--- config.mk ---
export PLATFORM = sky130hd
export DESIGN_NAME = svp_top
export DESIGN_NICKNAME = d
export VERILOG_FILES = /design/src/rtl/svp_pkg.sv /design/src/rtl/svp_stream_if.sv /design/src/rtl/svp_top.sv /design/src/rtl/svp_fifo.sv /design/src/rtl/svp_palette.sv
export VERILOG_INCLUDE_DIRS = /design/src /design/src/rtl
export SDC_FILE = /design/constraint.sdc
export NUM_CORES = 1
export LEC_CHECK = 0
export BUFFER_PORTS_ARGS = -buffer_cell sky130_fd_sc_hd__clkbuf_2
export CORE_MARGIN = 10
export CORE_UTILIZATION = 44
export DETAILED_ROUTE_END_ITERATION = 16
export GPL_TIMING_DRIVEN = 0
export HOLD_SLACK_MARGIN = 0.06
export PLACE_DENSITY = 0.6
export SLEW_MARGIN = 10
export SYNTH_ARGS = -nofsm -noshare
export SYNTH_HDL_FRONTEND = slang
export SYNTH_SLANG_ARGS = --single-unit
--- constraint.sdc ---
create_clock -name clk -period 21.4 [get_ports clk]
set_input_delay 1.07 -clock clk [delete_from_list [all_inputs] [get_ports clk]]
set_output_delay 1.07 -clock clk [all_outputs]
set_load 0.05 [all_outputs]
--- src/rtl/svp_params.svh ---
// Constants for the shared video RAM and palette pipeline.
// Assumes inclusion by bare name from every design file that needs it.
`ifndef SVP_PARAMS_SVH
`define SVP_PARAMS_SVH
`define SVP_DW          16
`define SVP_CODE_W      4
`define SVP_ROWCOL_W    8
`define SVP_FIFO_DEPTH  4
`define SVP_PAL_ENTRIES 16
`define SVP_H_ACTIVE    10'd320
`define SVP_H_LAST      10'd399
`define SVP_V_ACTIVE    10'd200
`define SVP_V_LAST      10'd261
`define SVP_SCR16_WORDS 16'h2000
`define SVP_SCR32_WORDS 16'h4000
`define SVP_GFX_LAST    3'd3
`define SVP_ALPHA_LAST  3'd7
`define SVP_READ_WAIT   2'd2
`define SVP_NIBBLE      4
`endif

--- src/rtl/svp_pkg.sv ---
// Types shared by the video pipeline modules.
// Assumes svp_params.svh is on the include path.
package svp_pkg;
    // DRAM access sequencer states
    typedef enum logic [2:0] {
        SVP_DR_IDLE = 3'b000,
        SVP_DR_ROW  = 3'b001,
        SVP_DR_COL  = 3'b010,
        SVP_DR_WAIT = 3'b011,
        SVP_DR_DONE = 3'b100
    } svp_dram_e;
    typedef logic [15:0] svp_word_t;
    typedef logic [3:0]  svp_colour_t;
endpackage

--- src/rtl/svp_stream_if.sv ---
// Valid/ready word stream between the pipeline's own modules.
// Assumes both ends run on the same clock.
`timescale 1ns/100ps
interface svp_stream_if #(parameter int WIDTH = 16);
    logic             valid;  // Word offered
    logic             ready;  // Word accepted
    logic [WIDTH-1:0] data;   // Word itself
    modport src (output valid, output data, input ready);
    modport snk (input valid, input data, output ready);
endinterface

--- src/rtl/svp_top.sv ---
// Shared video RAM controller with colour pipeline and palette.
// Assumes CPU request and config ports come from logic on clk;
// DRAM data pins are asynchronous and are synchronised here.
//
// Operation
// - Control 128K DRAM shared, 16K/32K screen
// - Fetch only after timing marked loaded
// - Address mux: display/CPU, row/column
// - Generate strobes; stall CPU with wait
// - CPU data only through internal latches
// - 64K x 16 array, full word captured
// - Fetched word into attribute, character latches
// - Character pattern in alpha, shifter in graphics
// - Foreground/background pick from pattern bit
// - Merge compat colour, pre-palette latch
// - Palette index mux; write uses address
// - Mask forces chosen colour bits zero
// - Remap sixteen codes, identity, immediate
// - Post-palette register before border mux
// - Border mux substitutes border colour
// - Border latch only in extended modes
`timescale 1ns/100ps
`include "svp_params.svh"
module svp_top (
    input  wire logic                 clk,
    input  wire logic                 rst_n,
    input  wire logic                 clkEn,
    // CPU side
    input  wire logic                 cpuReq,
    input  wire logic                 cpuWrite,
    input  wire logic [15:0]          cpuAddr,
    input  wire svp_pkg::svp_word_t   cpuWrData,
    output svp_pkg::svp_word_t        cpuRdData,
    output logic                      cpuAck,
    output logic                      cpuStallRequest_n,
    // Configuration
    input  wire logic                 timingLoaded,
    input  wire logic                 screen32k,
    input  wire logic                 graphicsMode,
    input  wire logic                 extendedMode,
    input  wire logic [15:0]          screenBase,
    input  wire svp_pkg::svp_colour_t compatColour,
    input  wire svp_pkg::svp_colour_t paletteMask,
    input  wire logic                 palWrite,
    input  wire svp_pkg::svp_colour_t palAddr,
    input  wire svp_pkg::svp_colour_t palData,
    input  wire svp_pkg::svp_colour_t borderColour,
    // DRAM pins
    output logic [7:0]                dramAddr,
    output logic                      dramRas_n,
    output logic                      dramCas_n,
    output logic                      dramWe_n,
    output svp_pkg::svp_word_t        dramDataOut,
    output logic                      dramDataOe,
    input  wire svp_pkg::svp_word_t   dramDataIn,
    // Pixel output
    output svp_pkg::svp_colour_t      fourBitColourCode,
    output logic                      pixelValid
);
    // Reset release chain
    logic [1:0]           rstPipe_reg;    // Release synchroniser
    logic                 rstSync_n;      // Released reset
    // DRAM data synchroniser
    svp_pkg::svp_word_t   dataSync1_reg;  // First stage
    svp_pkg::svp_word_t   dataSync2_reg;  // Second stage
    // Sequencer
    svp_pkg::svp_dram_e   state_reg;      // Access state
    svp_pkg::svp_dram_e   state_next;     // Next access state
    logic                 isDisp_reg;     // Current access is a fetch
    logic                 isDisp_next;    // Owner of next access
    logic [1:0]           wait_reg;       // Read settle counter
    logic [15:0]          fetchOff_reg;   // Offset in screen window
    logic [15:0]          scrWords;       // Screen size in words
    logic [15:0]          fetchAddr;      // Display word address
    logic                 dispReq;        // Display wants a word
    logic                 cpuPend;        // CPU wants an access
    logic                 cpuDone;        // CPU access finishing
    // Raster and pixel pipe
    logic [9:0]           hCnt_reg;       // Pixel column
    logic [9:0]           vCnt_reg;       // Scan line
    logic [2:0]           idx0_reg;       // Pixel within word
    logic [2:0]           idx1_reg;       // Index at latch stage
    logic [2:0]           lastIdx;        // Pixels per word minus one
    logic                 active;         // Inside picture area
    logic                 needWord;       // First pixel of a word
    logic                 advance;        // Pipe moves this cycle
    logic [7:0]           attr_reg;       // Attribute latch
    logic [7:0]           char_reg;       // Character latch
    svp_pkg::svp_word_t   shift_reg;      // Graphics shifter
    logic [7:0]           pattern;        // Character row pattern
    svp_pkg::svp_colour_t code;           // Mux output colour
    svp_pkg::svp_colour_t prePal_reg;     // Pre-palette latch
    svp_pkg::svp_colour_t palIdx;         // Palette index
    svp_pkg::svp_colour_t palOut;         // Palette result
    svp_pkg::svp_colour_t postPal_reg;    // Post-palette register
    logic [2:0]           border_reg;     // Border flag delay line
    logic                 borderLatchOn;  // Border colour in use

    svp_stream_if #(.WIDTH(`SVP_DW)) fetchIf ();
    svp_stream_if #(.WIDTH(`SVP_DW)) pixIf ();

    // Selects one half of the display or CPU address
    function automatic logic [7:0] addrMux(
        input logic        disp,
        input logic        colHalf,
        input logic [15:0] dispA,
        input logic [15:0] cpuA
    );
        logic [15:0] a;
        a = disp ? dispA : cpuA;
        addrMux = colHalf ? a[`SVP_ROWCOL_W-1:0] : a[15:`SVP_ROWCOL_W];
    endfunction

    // Stand-in glyph generator for the character pattern store
    function automatic logic [7:0] charRow(
        input logic [7:0] ch,
        input logic [2:0] line
    );
        charRow = ch ^ {line, line, line[1:0]};
    endfunction

    // Reset release through two flops
    always_ff @(posedge clk or negedge rst_n) begin
        if (!rst_n) begin
            rstPipe_reg <= '0;
        end else begin
            rstPipe_reg <= {rstPipe_reg[0], 1'b1};
        end
    end
    assign rstSync_n = rstPipe_reg[1];

    // Two-stage synchroniser on the RAM data pins
    always_ff @(posedge clk or negedge rstSync_n) begin
        if (!rstSync_n) begin
            dataSync1_reg <= '0;
            dataSync2_reg <= '0;
        end else if (clkEn) begin
            dataSync1_reg <= dramDataIn;
            dataSync2_reg <= dataSync1_reg;
        end
    end

    // Screen window size and fetch address
    // screen window
    assign scrWords  = screen32k ? `SVP_SCR32_WORDS : `SVP_SCR16_WORDS;
    assign fetchAddr = 16'(screenBase + fetchOff_reg);

    // Request terms
    // display request gated by timing
    assign dispReq = timingLoaded && fetchIf.ready;
    assign cpuPend = cpuReq && !cpuAck;
    assign cpuDone = (state_reg == svp_pkg::SVP_DR_DONE) && !isDisp_reg;

    // Next state of the access sequencer
    always_comb begin
        state_next  = state_reg;
        isDisp_next = isDisp_reg;
        case (state_reg)
            svp_pkg::SVP_DR_IDLE: begin
                if (dispReq) begin
                    state_next  = svp_pkg::SVP_DR_ROW;
                    isDisp_next = 1'b1;
                end else if (cpuPend) begin
                    state_next  = svp_pkg::SVP_DR_ROW;
                    isDisp_next = 1'b0;
                end
            end
            svp_pkg::SVP_DR_ROW: begin
                state_next = svp_pkg::SVP_DR_COL;
            end
            svp_pkg::SVP_DR_COL: begin
                state_next = svp_pkg::SVP_DR_WAIT;
            end
            svp_pkg::SVP_DR_WAIT: begin
                // Let the word pass the synchroniser
                if (wait_reg == `SVP_READ_WAIT) begin
                    state_next = svp_pkg::SVP_DR_DONE;
                end
            end
            svp_pkg::SVP_DR_DONE: begin
                state_next = svp_pkg::SVP_DR_IDLE;
            end
            default: begin
                state_next = svp_pkg::SVP_DR_IDLE;
            end
        endcase
    end

    // Sequencer state
    always_ff @(posedge clk or negedge rstSync_n) begin
        if (!rstSync_n) begin
            state_reg  <= svp_pkg::SVP_DR_IDLE;
            isDisp_reg <= 1'b0;
        end else if (clkEn) begin
            state_reg  <= state_next;
            isDisp_reg <= isDisp_next;
        end
    end

    // Settle counter in the wait state
    always_ff @(posedge clk or negedge rstSync_n) begin
        if (!rstSync_n) begin
            wait_reg <= '0;
        end else if (clkEn) begin
            if (state_reg == svp_pkg::SVP_DR_WAIT) begin
                wait_reg <= wait_reg + 2'd1;
            end else begin
                wait_reg <= '0;
            end
        end
    end

    // RAM strobes and address, registered from the next state
    always_ff @(posedge clk or negedge rstSync_n) begin
        if (!rstSync_n) begin
            dramRas_n   <= 1'b1;
            dramCas_n   <= 1'b1;
            dramWe_n    <= 1'b1;
            dramAddr    <= '0;
            dramDataOut <= '0;
            dramDataOe  <= 1'b0;
        end else if (clkEn) begin
            dramRas_n <= !(state_next == svp_pkg::SVP_DR_ROW ||
                           state_next == svp_pkg::SVP_DR_COL ||
                           state_next == svp_pkg::SVP_DR_WAIT);
            dramCas_n <= !(state_next == svp_pkg::SVP_DR_COL ||
                           state_next == svp_pkg::SVP_DR_WAIT);
            dramWe_n  <= !(state_next == svp_pkg::SVP_DR_COL &&
                           !isDisp_next && cpuWrite);
            dramAddr  <= addrMux(isDisp_next,
                                 state_next != svp_pkg::SVP_DR_ROW,
                                 fetchAddr, cpuAddr);
            dramDataOut <= cpuWrData;
            dramDataOe  <= (state_next == svp_pkg::SVP_DR_COL ||
                            state_next == svp_pkg::SVP_DR_WAIT) &&
                           !isDisp_next && cpuWrite;
        end
    end

    // Display word offset, wraps at screen size
    always_ff @(posedge clk or negedge rstSync_n) begin
        if (!rstSync_n) begin
            fetchOff_reg <= '0;
        end else if (clkEn && fetchIf.valid && fetchIf.ready) begin
            if (fetchOff_reg == scrWords - 16'd1) begin
                fetchOff_reg <= '0;
            end else begin
                fetchOff_reg <= fetchOff_reg + 16'd1;
            end
        end
    end

    // Fetched word offered to the FIFO
    // whole word taken
    assign fetchIf.valid = (state_reg == svp_pkg::SVP_DR_DONE) && isDisp_reg;
    assign fetchIf.data  = dataSync2_reg;

    // CPU read latch and completion
    always_ff @(posedge clk or negedge rstSync_n) begin
        if (!rstSync_n) begin
            cpuRdData <= '0;
            cpuAck    <= 1'b0;
        end else if (clkEn) begin
            cpuAck <= cpuDone;
            if (cpuDone && !cpuWrite) begin
                cpuRdData <= dataSync2_reg;
            end
        end
    end

    // Wait request to the CPU
    always_ff @(posedge clk or negedge rstSync_n) begin
        if (!rstSync_n) begin
            cpuStallRequest_n <= 1'b1;
        end else if (clkEn) begin
            cpuStallRequest_n <= !(cpuReq && !cpuDone && !cpuAck);
        end
    end

    svp_fifo #(
        .WIDTH(`SVP_DW),
        .DEPTH(`SVP_FIFO_DEPTH)
    ) uFifo (
        .clk      (clk),
        .rstSync_n(rstSync_n),
        .clkEn    (clkEn),
        .inSide   (fetchIf),
        .outSide  (pixIf)
    );

    // Raster terms
    assign active   = (hCnt_reg < `SVP_H_ACTIVE) && (vCnt_reg < `SVP_V_ACTIVE);
    assign lastIdx  = graphicsMode ? `SVP_GFX_LAST : `SVP_ALPHA_LAST;
    assign needWord = active && (idx0_reg == 3'd0);
    // Pipe stalls when a word is due and none is buffered
    assign advance  = clkEn && timingLoaded && !(needWord && !pixIf.valid);
    assign pixIf.ready = needWord && timingLoaded;

    // Raster counters
    always_ff @(posedge clk or negedge rstSync_n) begin
        if (!rstSync_n) begin
            hCnt_reg <= '0;
            vCnt_reg <= '0;
        end else if (advance) begin
            if (hCnt_reg == `SVP_H_LAST) begin
                hCnt_reg <= '0;
                vCnt_reg <= (vCnt_reg == `SVP_V_LAST) ? 10'd0 : vCnt_reg + 10'd1;
            end else begin
                hCnt_reg <= hCnt_reg + 10'd1;
            end
        end
    end

    // Pixel index inside the current word
    always_ff @(posedge clk or negedge rstSync_n) begin
        if (!rstSync_n) begin
            idx0_reg <= '0;
            idx1_reg <= '0;
        end else if (advance) begin
            idx1_reg <= idx0_reg;
            if (!active || idx0_reg == lastIdx) begin
                idx0_reg <= '0;
            end else begin
                idx0_reg <= idx0_reg + 3'd1;
            end
        end
    end

    // Attribute and character latches
    always_ff @(posedge clk or negedge rstSync_n) begin
        if (!rstSync_n) begin
            attr_reg <= '0;
            char_reg <= '0;
        end else if (advance && needWord) begin
            attr_reg <= pixIf.data[15:8];
            char_reg <= pixIf.data[7:0];
        end
    end

    // Graphics shifter, loaded from the latches
    always_ff @(posedge clk or negedge rstSync_n) begin
        if (!rstSync_n) begin
            shift_reg <= '0;
        end else if (advance) begin
            if (idx1_reg == 3'd0) begin
                shift_reg <= {attr_reg, char_reg} << `SVP_NIBBLE;
            end else begin
                shift_reg <= shift_reg << `SVP_NIBBLE;
            end
        end
    end

    // Colour code of the current pixel
    always_comb begin
        pattern = charRow(char_reg, vCnt_reg[2:0]);
        if (graphicsMode) begin
            code = (idx1_reg == 3'd0) ? attr_reg[7:4] : shift_reg[15:12];
        end else begin
            code = pattern[3'd7 - idx1_reg] ? attr_reg[3:0] : attr_reg[7:4];
        end
    end

    // Pre-palette latch
    always_ff @(posedge clk or negedge rstSync_n) begin
        if (!rstSync_n) begin
            prePal_reg <= '0;
        end else if (advance) begin
            prePal_reg <= (code == 4'h0) ? compatColour : code;
        end
    end

    // Palette index: write address or masked colour
    // index mux
    assign palIdx = palWrite ? palAddr : (prePal_reg & ~paletteMask);

    svp_palette uPalette (
        .clk      (clk),
        .rstSync_n(rstSync_n),
        .clkEn    (clkEn),
        .wrEn     (palWrite),
        .idx      (palIdx),
        .wrData   (palData),
        .rdData   (palOut)
    );

    // Post-palette register and border flag delay
    always_ff @(posedge clk or negedge rstSync_n) begin
        if (!rstSync_n) begin
            postPal_reg <= '0;
            border_reg  <= '0;
        end else if (advance) begin
            postPal_reg <= palOut;
            border_reg  <= {border_reg[1:0], !active};
        end
    end

    assign borderLatchOn = extendedMode;

    // Border mux onto the output register
    always_ff @(posedge clk or negedge rstSync_n) begin
        if (!rstSync_n) begin
            fourBitColourCode <= '0;
            pixelValid        <= 1'b0;
        end else if (clkEn) begin
            pixelValid <= advance;
            if (advance) begin
                if (border_reg[2]) begin
                    fourBitColourCode <= borderLatchOn ? borderColour : 4'h0;
                end else begin
                    fourBitColourCode <= postPal_reg;
                end
            end
        end
    end
endmodule // svp_top

--- src/rtl/svp_fifo.sv ---
// Word FIFO held in flip-flops, width and depth as parameters.
// Assumes synchronous reset copy and a shared clock enable.
`timescale 1ns/100ps
module svp_fifo #(
    parameter int WIDTH = 16,
    parameter int DEPTH = 4
) (
    input  wire logic clk,
    input  wire logic rstSync_n,
    input  wire logic clkEn,
    svp_stream_if.snk inSide,
    svp_stream_if.src outSide
);
    localparam int AW = $clog2(DEPTH);
    logic [WIDTH-1:0] mem_reg [DEPTH];  // Storage
    logic [AW:0]      wrPtr_reg;        // Write pointer, wrap bit on top
    logic [AW:0]      rdPtr_reg;        // Read pointer, wrap bit on top
    logic             full;             // All entries hold data
    logic             empty;            // No entry holds data
    logic             doWr;             // Push this cycle
    logic             doRd;             // Pop this cycle

    // Full when pointers differ only in the wrap bit
    assign full  = (wrPtr_reg[AW] != rdPtr_reg[AW]) && (wrPtr_reg[AW-1:0] == rdPtr_reg[AW-1:0]);
    assign empty = (wrPtr_reg == rdPtr_reg);
    assign inSide.ready  = !full;
    assign outSide.valid = !empty;
    assign outSide.data  = mem_reg[rdPtr_reg[AW-1:0]];
    assign doWr = clkEn && inSide.valid && !full;
    assign doRd = clkEn && outSide.ready && !empty;

    // Pointer update
    always_ff @(posedge clk or negedge rstSync_n) begin
        if (!rstSync_n) begin
            wrPtr_reg <= '0;
            rdPtr_reg <= '0;
        end else begin
            if (doWr) wrPtr_reg <= wrPtr_reg + 1'b1;
            if (doRd) rdPtr_reg <= rdPtr_reg + 1'b1;
        end
    end

    // Entry write, no reset needed for data
    always_ff @(posedge clk) begin
        if (doWr) mem_reg[wrPtr_reg[AW-1:0]] <= inSide.data;
    end
endmodule // svp_fifo

--- src/rtl/svp_palette.sv ---
// Sixteen-entry colour remap table in flip-flops.
// Assumes the caller muxes the index between lookup and write.
`timescale 1ns/100ps
`include "svp_params.svh"
module svp_palette (
    input  wire logic                 clk,
    input  wire logic                 rstSync_n,
    input  wire logic                 clkEn,
    input  wire logic                 wrEn,
    input  wire svp_pkg::svp_colour_t idx,
    input  wire svp_pkg::svp_colour_t wrData,
    output svp_pkg::svp_colour_t      rdData
);
    svp_pkg::svp_colour_t entry_reg [`SVP_PAL_ENTRIES];  // Table

    // Read is immediate, so a write shows on the next pixel
    assign rdData = entry_reg[idx];

    // One flop group per entry, identity after reset
    for (genvar g = 0; g < `SVP_PAL_ENTRIES; g++) begin : gEntry
        always_ff @(posedge clk or negedge rstSync_n) begin
            if (!rstSync_n) begin
                entry_reg[g] <= svp_pkg::svp_colour_t'(g);
            end else if (clkEn && wrEn && idx == svp_pkg::svp_colour_t'(g)) begin
                entry_reg[g] <= wrData;
            end
        end
    end
endmodule // svp_palette

# Word level (Yosys, flattened, before mapping)
# Memory sizes are Yosys's and may differ from the RTL's. A register that Yosys moved wholly into a read port is not among the register bits.
# Cells that the tools add are included.
[classes]
mux = 31
n_addsub = 10
n_lt_le_gt_ge = 4
n_eq_ne = 31
bitwise = 4
reduce_logical = 66
[ops]
columns = ["operator", "n"]
rows = [
  ["$mux 16", 3],
  ["$logic_and 1x1->1", 40],
  ["$mux 4", 9],
  ["$eq 4x4->1 const B", 8],
  ["$add 10x1->10 const B", 2],
  ["$eq 10x9->1 const B", 2],
  ["$mux 10", 2],
  ["$add 16x1->16 const B", 1],
  ["$add 16x16->16", 1],
  ["$bmux 4 s4", 1],
  ["$eq 16x16->1", 1],
  ["$eq 4x3->1 const B", 4],
  ["$sub 15x1->16 const B", 1],
  ["$mux 15", 1],
  ["$mux 3", 5],
  ["$logic_not 1->1", 14],
  ["$eq 3x2->1 const B", 4],
  ["$pmux 3 s4", 1],
  ["$lt 10x8->1 const B", 1],
  ["$lt 10x9->1 const B", 1],
  ["$add 3x1->3 const B", 3],
  ["$logic_not 3->1", 3],
  ["$eq 4x2->1 const B", 2],
  ["$logic_not 4->1", 2],
  ["22 further kinds", 34],
]
[totals]
mem_bits_rw = 64
elab_cells = 191
input_bits = 94
output_inout_bits = 51
mem_count = 1
reg_bits = 230
[memory_table]
columns = ["name", "depth", "width", "read_ports", "rd_clocked_by_memory_dff", "wr", "line_no", "text"]
rows = [
  ["uFifo.mem_reg", 4, 16, 1, 1, 1, "svp_fifo.sv:15", "logic [WIDTH-1:0] mem_reg [DEPTH];"],
]

# Depth between registers and ports, before layout
[logic_depth]
ltp_word = 10
depth_mapped = 9
depth_no_buf = 9

# By module
# From an unflattened synthesis, not the netlist that was laid out.
[unflattened]
hier_cells = 1108
area_unflattened_um2 = 14445.1
[by_module_without_submodules]
columns = ["module", "area_per_inst_um2", "seq_area_each_um2", "n_inst", "cells_each"]
rows = [
  ["svp_top", 8572.0, 4309.1, 1, 785],
  ["svp_palette", 3072.9, 1641.6, 1, 198],
  ["svp_fifo", 2800.2, 2072.0, 1, 125],
]

# Least setup slack after synthesis
# Ideal clock, no wire load.
[synth_path]
path_type = "input-to-reg"
from = "input port clkEn"
to = "memory uFifo.mem_reg[0][0], enable pin"
required_time_ns = 21.026
slack_ns = 18.405
path_stages = 6
arrival_time_ns = 2.622
path_buffers = 3
cell_sequence = "buf_2 > nor4bb_1 > o311a_1 > buf_2 > clkbuf_1 > and2_1"
[synth_via]
elab_chain_cells = 4
[synth_rtl]
columns = ["element", "line_no", "text"]
rows = [
  ["from (decl)", "svp_top.sv:27", "input wire logic clkEn,"],
  ["$logic_and 1x1->1 (2 in a row)", "svp_fifo.sv:29", "assign doWr = clkEn && inSide.valid && !full;"],
  ["$mux 1", "svp_fifo.sv:45", "if (doWr) mem_reg[wrPtr_reg[AW-1:0]] <= inSide.data;"],
  ["$mux 1 (not written as such)", "svp_fifo.sv:45", ""],
  ["to (decl)", "svp_fifo.sv:15", ""],
]
# No other way between the ends.

# Final worst setup path
[layout_path]
from = "input port clkEn"
to = "memory uFifo.mem_reg[2][9], enable pin"
# Same word-level chain as after synthesis.

==> impl_metrics.toml <==
[outcome]
status = "finished, final reports clean"

[synthesis]
dominantRegCellSynth = "sky130_fd_sc_hd__dfrtp_1"
mappedNetlistArea_mm2 = 0.0144
synth_top_cells_by_count = "206 x sky130_fd_sc_hd__dfrtp_1, 161 x sky130_fd_sc_hd__mux2_2, 115 x sky130_fd_sc_hd__nand2_1"
ys_types = 84
synth.net_count = 1274
syn_area_per_cell_um2 = 12.5
synth_sequential_area_ratio_pct = 55.7
synthCells = 1152
edff_count_synth = 64
yosys.cell_count.top_type = "sky130_fd_sc_hd__dfrtp_1"
netlist_top_cells_area = "sky130_fd_sc_hd__dfrtp_1 36%, sky130_fd_sc_hd__edfxtp_1 13%, sky130_fd_sc_hd__mux2_2 13%, sky130_fd_sc_hd__dfstp_2 6.6%, sky130_fd_sc_hd__nand2_1 3.0%"
synth.largest_area_cell = "sky130_fd_sc_hd__dfrtp_1"
yosysTopAreaCellShare_pct = 35.8
yosysWarnings = 0
ffs_latches_synth = 306
postSynth.asyncResetShare_pct = 79.1

[clock_network]
clockRootBuffer = "sky130_fd_sc_hd__clkbuf_16"
htree_levels = 2
cts-hold-fix-buffers = 0
clk-insertion-delay-late_ps = 540
clock_tree_from_tritoncts = "built"
tritoncts_buffer_count = 35
max-clock-path-buffers = 3
postCtsResizedCells = 0
postCtsSetupBuffers = 0
worst_setup_hold_path_clk_slew_ps = 60
clock_sinks = 306

[timing]
fmax_mhz = 323
relSlewSlack_pct = 42.3
report.final.setup_viol = 0
hold_violations = 0
fin_worst_skew_ps = 23.2
setup-tns-final_ps = 0
post-route-period-util_pct = 14.5
final_critical_path_required_period_ps = 3100
fin_hold_ws_ps = 261
maxSlewViolCount = 0
final_worst_slack_ps = 18300
rsz0062_at_grt = "no"
tightest_pin_transition_ps = 866

[setup_path]
critical_path_arrival_ps = 3260
rrSetupSlack_ps = 18470
r2r-start = "state_reg[1]$_DFFE_PN0P_"
worst_setup_path_startpoint = "clkEn"
critical_path_required_ps = 21560
ff2ff_path_depth = 6
rr_endpoint = "uFifo.mem_reg[2][9]$_DFFE_PP_"
endpoint = "uFifo.mem_reg[2][9]$_DFFE_PP_"
critPathMaxFanout = 16
worst_setup_path_start_kind = "input pin"
worstSetupPathType = "in -> reg"
critical_path.endpoint_type = "register"

[drt]
ant_nets = 0
final_wirelength_mm = 34.6
via_per_inst = 5.42
drtPass1Iterations = 7
via_count = 9787
post-route-drc-count = 0
post_drt_wl_per_cell_um = 19.2
first_iter_violations = 590

[final_layout]
antennaDiodeCount = 0
post-route-util_pct = 52.3
final_nets = 1459
area_growth_syn_to_layout_pct = 17.6
final_design_area_no_fill_mm2 = 0.0169
post_route_cells_drive_above_1_share_pct = 34.1
nFillCells = 2922
final-instance-count-excl-fill = 1806

[run]
max_cap_viols = 0

[global_routing]
grt.total_usage_pct = 17.1
grt_max_degree = 51
globalRoute.totalOverflow = 0
antenna_found_initial = 0
grt_pass1_vias = 10067
grt_first_pass_wirelength_mm = 56.2

[die]
die_h_um = 201
die_footprint_mm2 = 0.0403
area_of_the_core_mm2 = 0.0324
total_number_of_placement_rows = 66
design.portCount = 145
initial_cell_density_of_the_core_pct = 44.5
chipWidth_um = 201

[place]
hpwl_mm = 25.2
place_congestion = 0.845
numPlacedInstances = 1742
detailed_place.area_mm2 = 0.0158
numPortBuffers = 143
pre_cts_ws_ps = 17720

[power]
power.density_cell_area_mw_per_mm2 = 115
irDropWorstVdd_uv = 79.8
leakage_nw = 7.32
report.power.total_mw = 1.94

[min_path]
timing.hold.worst.class = "reg -> async"
-- routing by layer --
metal  track usage (%)  vias to the layer above  wire (um)
met5                 0                        -          0
met4              4.98                        0        703
met3              3.92                       51       1920
met2              26.7                      241      15800
met1              23.3                     4869      16200
li1                  -                     4626          -
-- placed cells by master (no fill, tap or decap), types with 7 or more instances in the layout --
cell type,n
sky130_fd_sc_hd__a211oi_1,22
sky130_fd_sc_hd__a21o_1,12
sky130_fd_sc_hd__a21oi_1,28
sky130_fd_sc_hd__a311oi_1,8
sky130_fd_sc_hd__a31oi_1,14
sky130_fd_sc_hd__and3_1,24
sky130_fd_sc_hd__buf_2,15
sky130_fd_sc_hd__clkbuf_1,36
sky130_fd_sc_hd__clkbuf_16,35
sky130_fd_sc_hd__clkbuf_2,146
sky130_fd_sc_hd__clkbuf_8,7
sky130_fd_sc_hd__clkinv_2,7
sky130_fd_sc_hd__dfrtp_1,205
sky130_fd_sc_hd__dfstp_2,36
sky130_fd_sc_hd__edfxtp_1,64
sky130_fd_sc_hd__ha_1,27
sky130_fd_sc_hd__inv_1,23
sky130_fd_sc_hd__mux2_2,161
sky130_fd_sc_hd__mux2i_1,17
sky130_fd_sc_hd__mux4_2,18
sky130_fd_sc_hd__nand2_1,115
sky130_fd_sc_hd__nand2b_1,10
sky130_fd_sc_hd__nand3_1,26
sky130_fd_sc_hd__nand4_1,13
sky130_fd_sc_hd__nor2_1,53
sky130_fd_sc_hd__nor3_1,12
sky130_fd_sc_hd__o21ai_0,48
sky130_fd_sc_hd__or3_1,11
sky130_fd_sc_hd__xnor2_1,27
sky130_fd_sc_hd__xor2_1,15
-- power by group --
group	leakage, nW	total [mW]	switching, mW	internal [mW]
clock	0.560	0.583	0.242	0.341
combinational	3.25	0.540	0.304	0.235
sequential	3.51	0.822	0.0913	0.731
total	7.32	1.94	0.637	1.31
-- final cells by class --
cell class | instances | area [um2] | area share [%]
Clock inverter | 14 | 131 | 0.776
Buffer | 57 | 278 | 1.64
Multi-Input combinational cell | 766 | 6010 | 35.5
Sequential cell | 306 | 8030 | 47.4
Clock buffer | 50 | 1000 | 5.92
Tap cell | 442 | 553 | 3.27
Timing Repair Buffer | 148 | 846 | 5.00
Inverter | 23 | 86.3 | 0.510
-- worst max-delay path, stage by stage --
cell and delay, ps:
sky130_fd_sc_hd__buf_2 230, sky130_fd_sc_hd__nor4bb_1 400, sky130_fd_sc_hd__o311a_1 240, sky130_fd_sc_hd__buf_2 220
sky130_fd_sc_hd__clkbuf_1 360, sky130_fd_sc_hd__and2_1 730
-- logic make-up after synthesis --
group,synth area share [%]
AO/OA/AOI/OAI,9.22
XOR/XNOR,2.67
adder cells (fa/ha/maj),2.49
buffers and inverters,2.53
flip-flops,55.7
multiplexers,16.7
other,0.0261
AND/OR/NAND/NOR,10.7
-- how the worst min path moves through the flow --
| stage | start | end | slack (ps) | cells after the start |
|---|---|---|---|---|
| floorplan | rstPipe_reg[0]$_DFF_PN0_ | rstPipe_reg[1]$_DFF_PN0_ | 330 | 0 |
| global placement | rstPipe_reg[0]$_DFF_PN0_ | rstPipe_reg[1]$_DFF_PN0_ | 340 | 0 |
| detailed placement | rstPipe_reg[1]$_DFF_PN0_ | dramDataOut[11]$_DFFE_PN0P_ | 270 | 0 |
| CTS | rstPipe_reg[1]$_DFF_PN0_ | dramDataOut[7]$_DFFE_PN0P_ | 280 | 0 |
| global route | rst_n | rstPipe_reg[1]$_DFF_PN0_ | 290 | 1 |
| finish | rstPipe_reg[1]$_DFF_PN0_ | dramDataOut[7]$_DFFE_PN0P_ | 260 | 0 |
(Power assumes the default switching activity.)
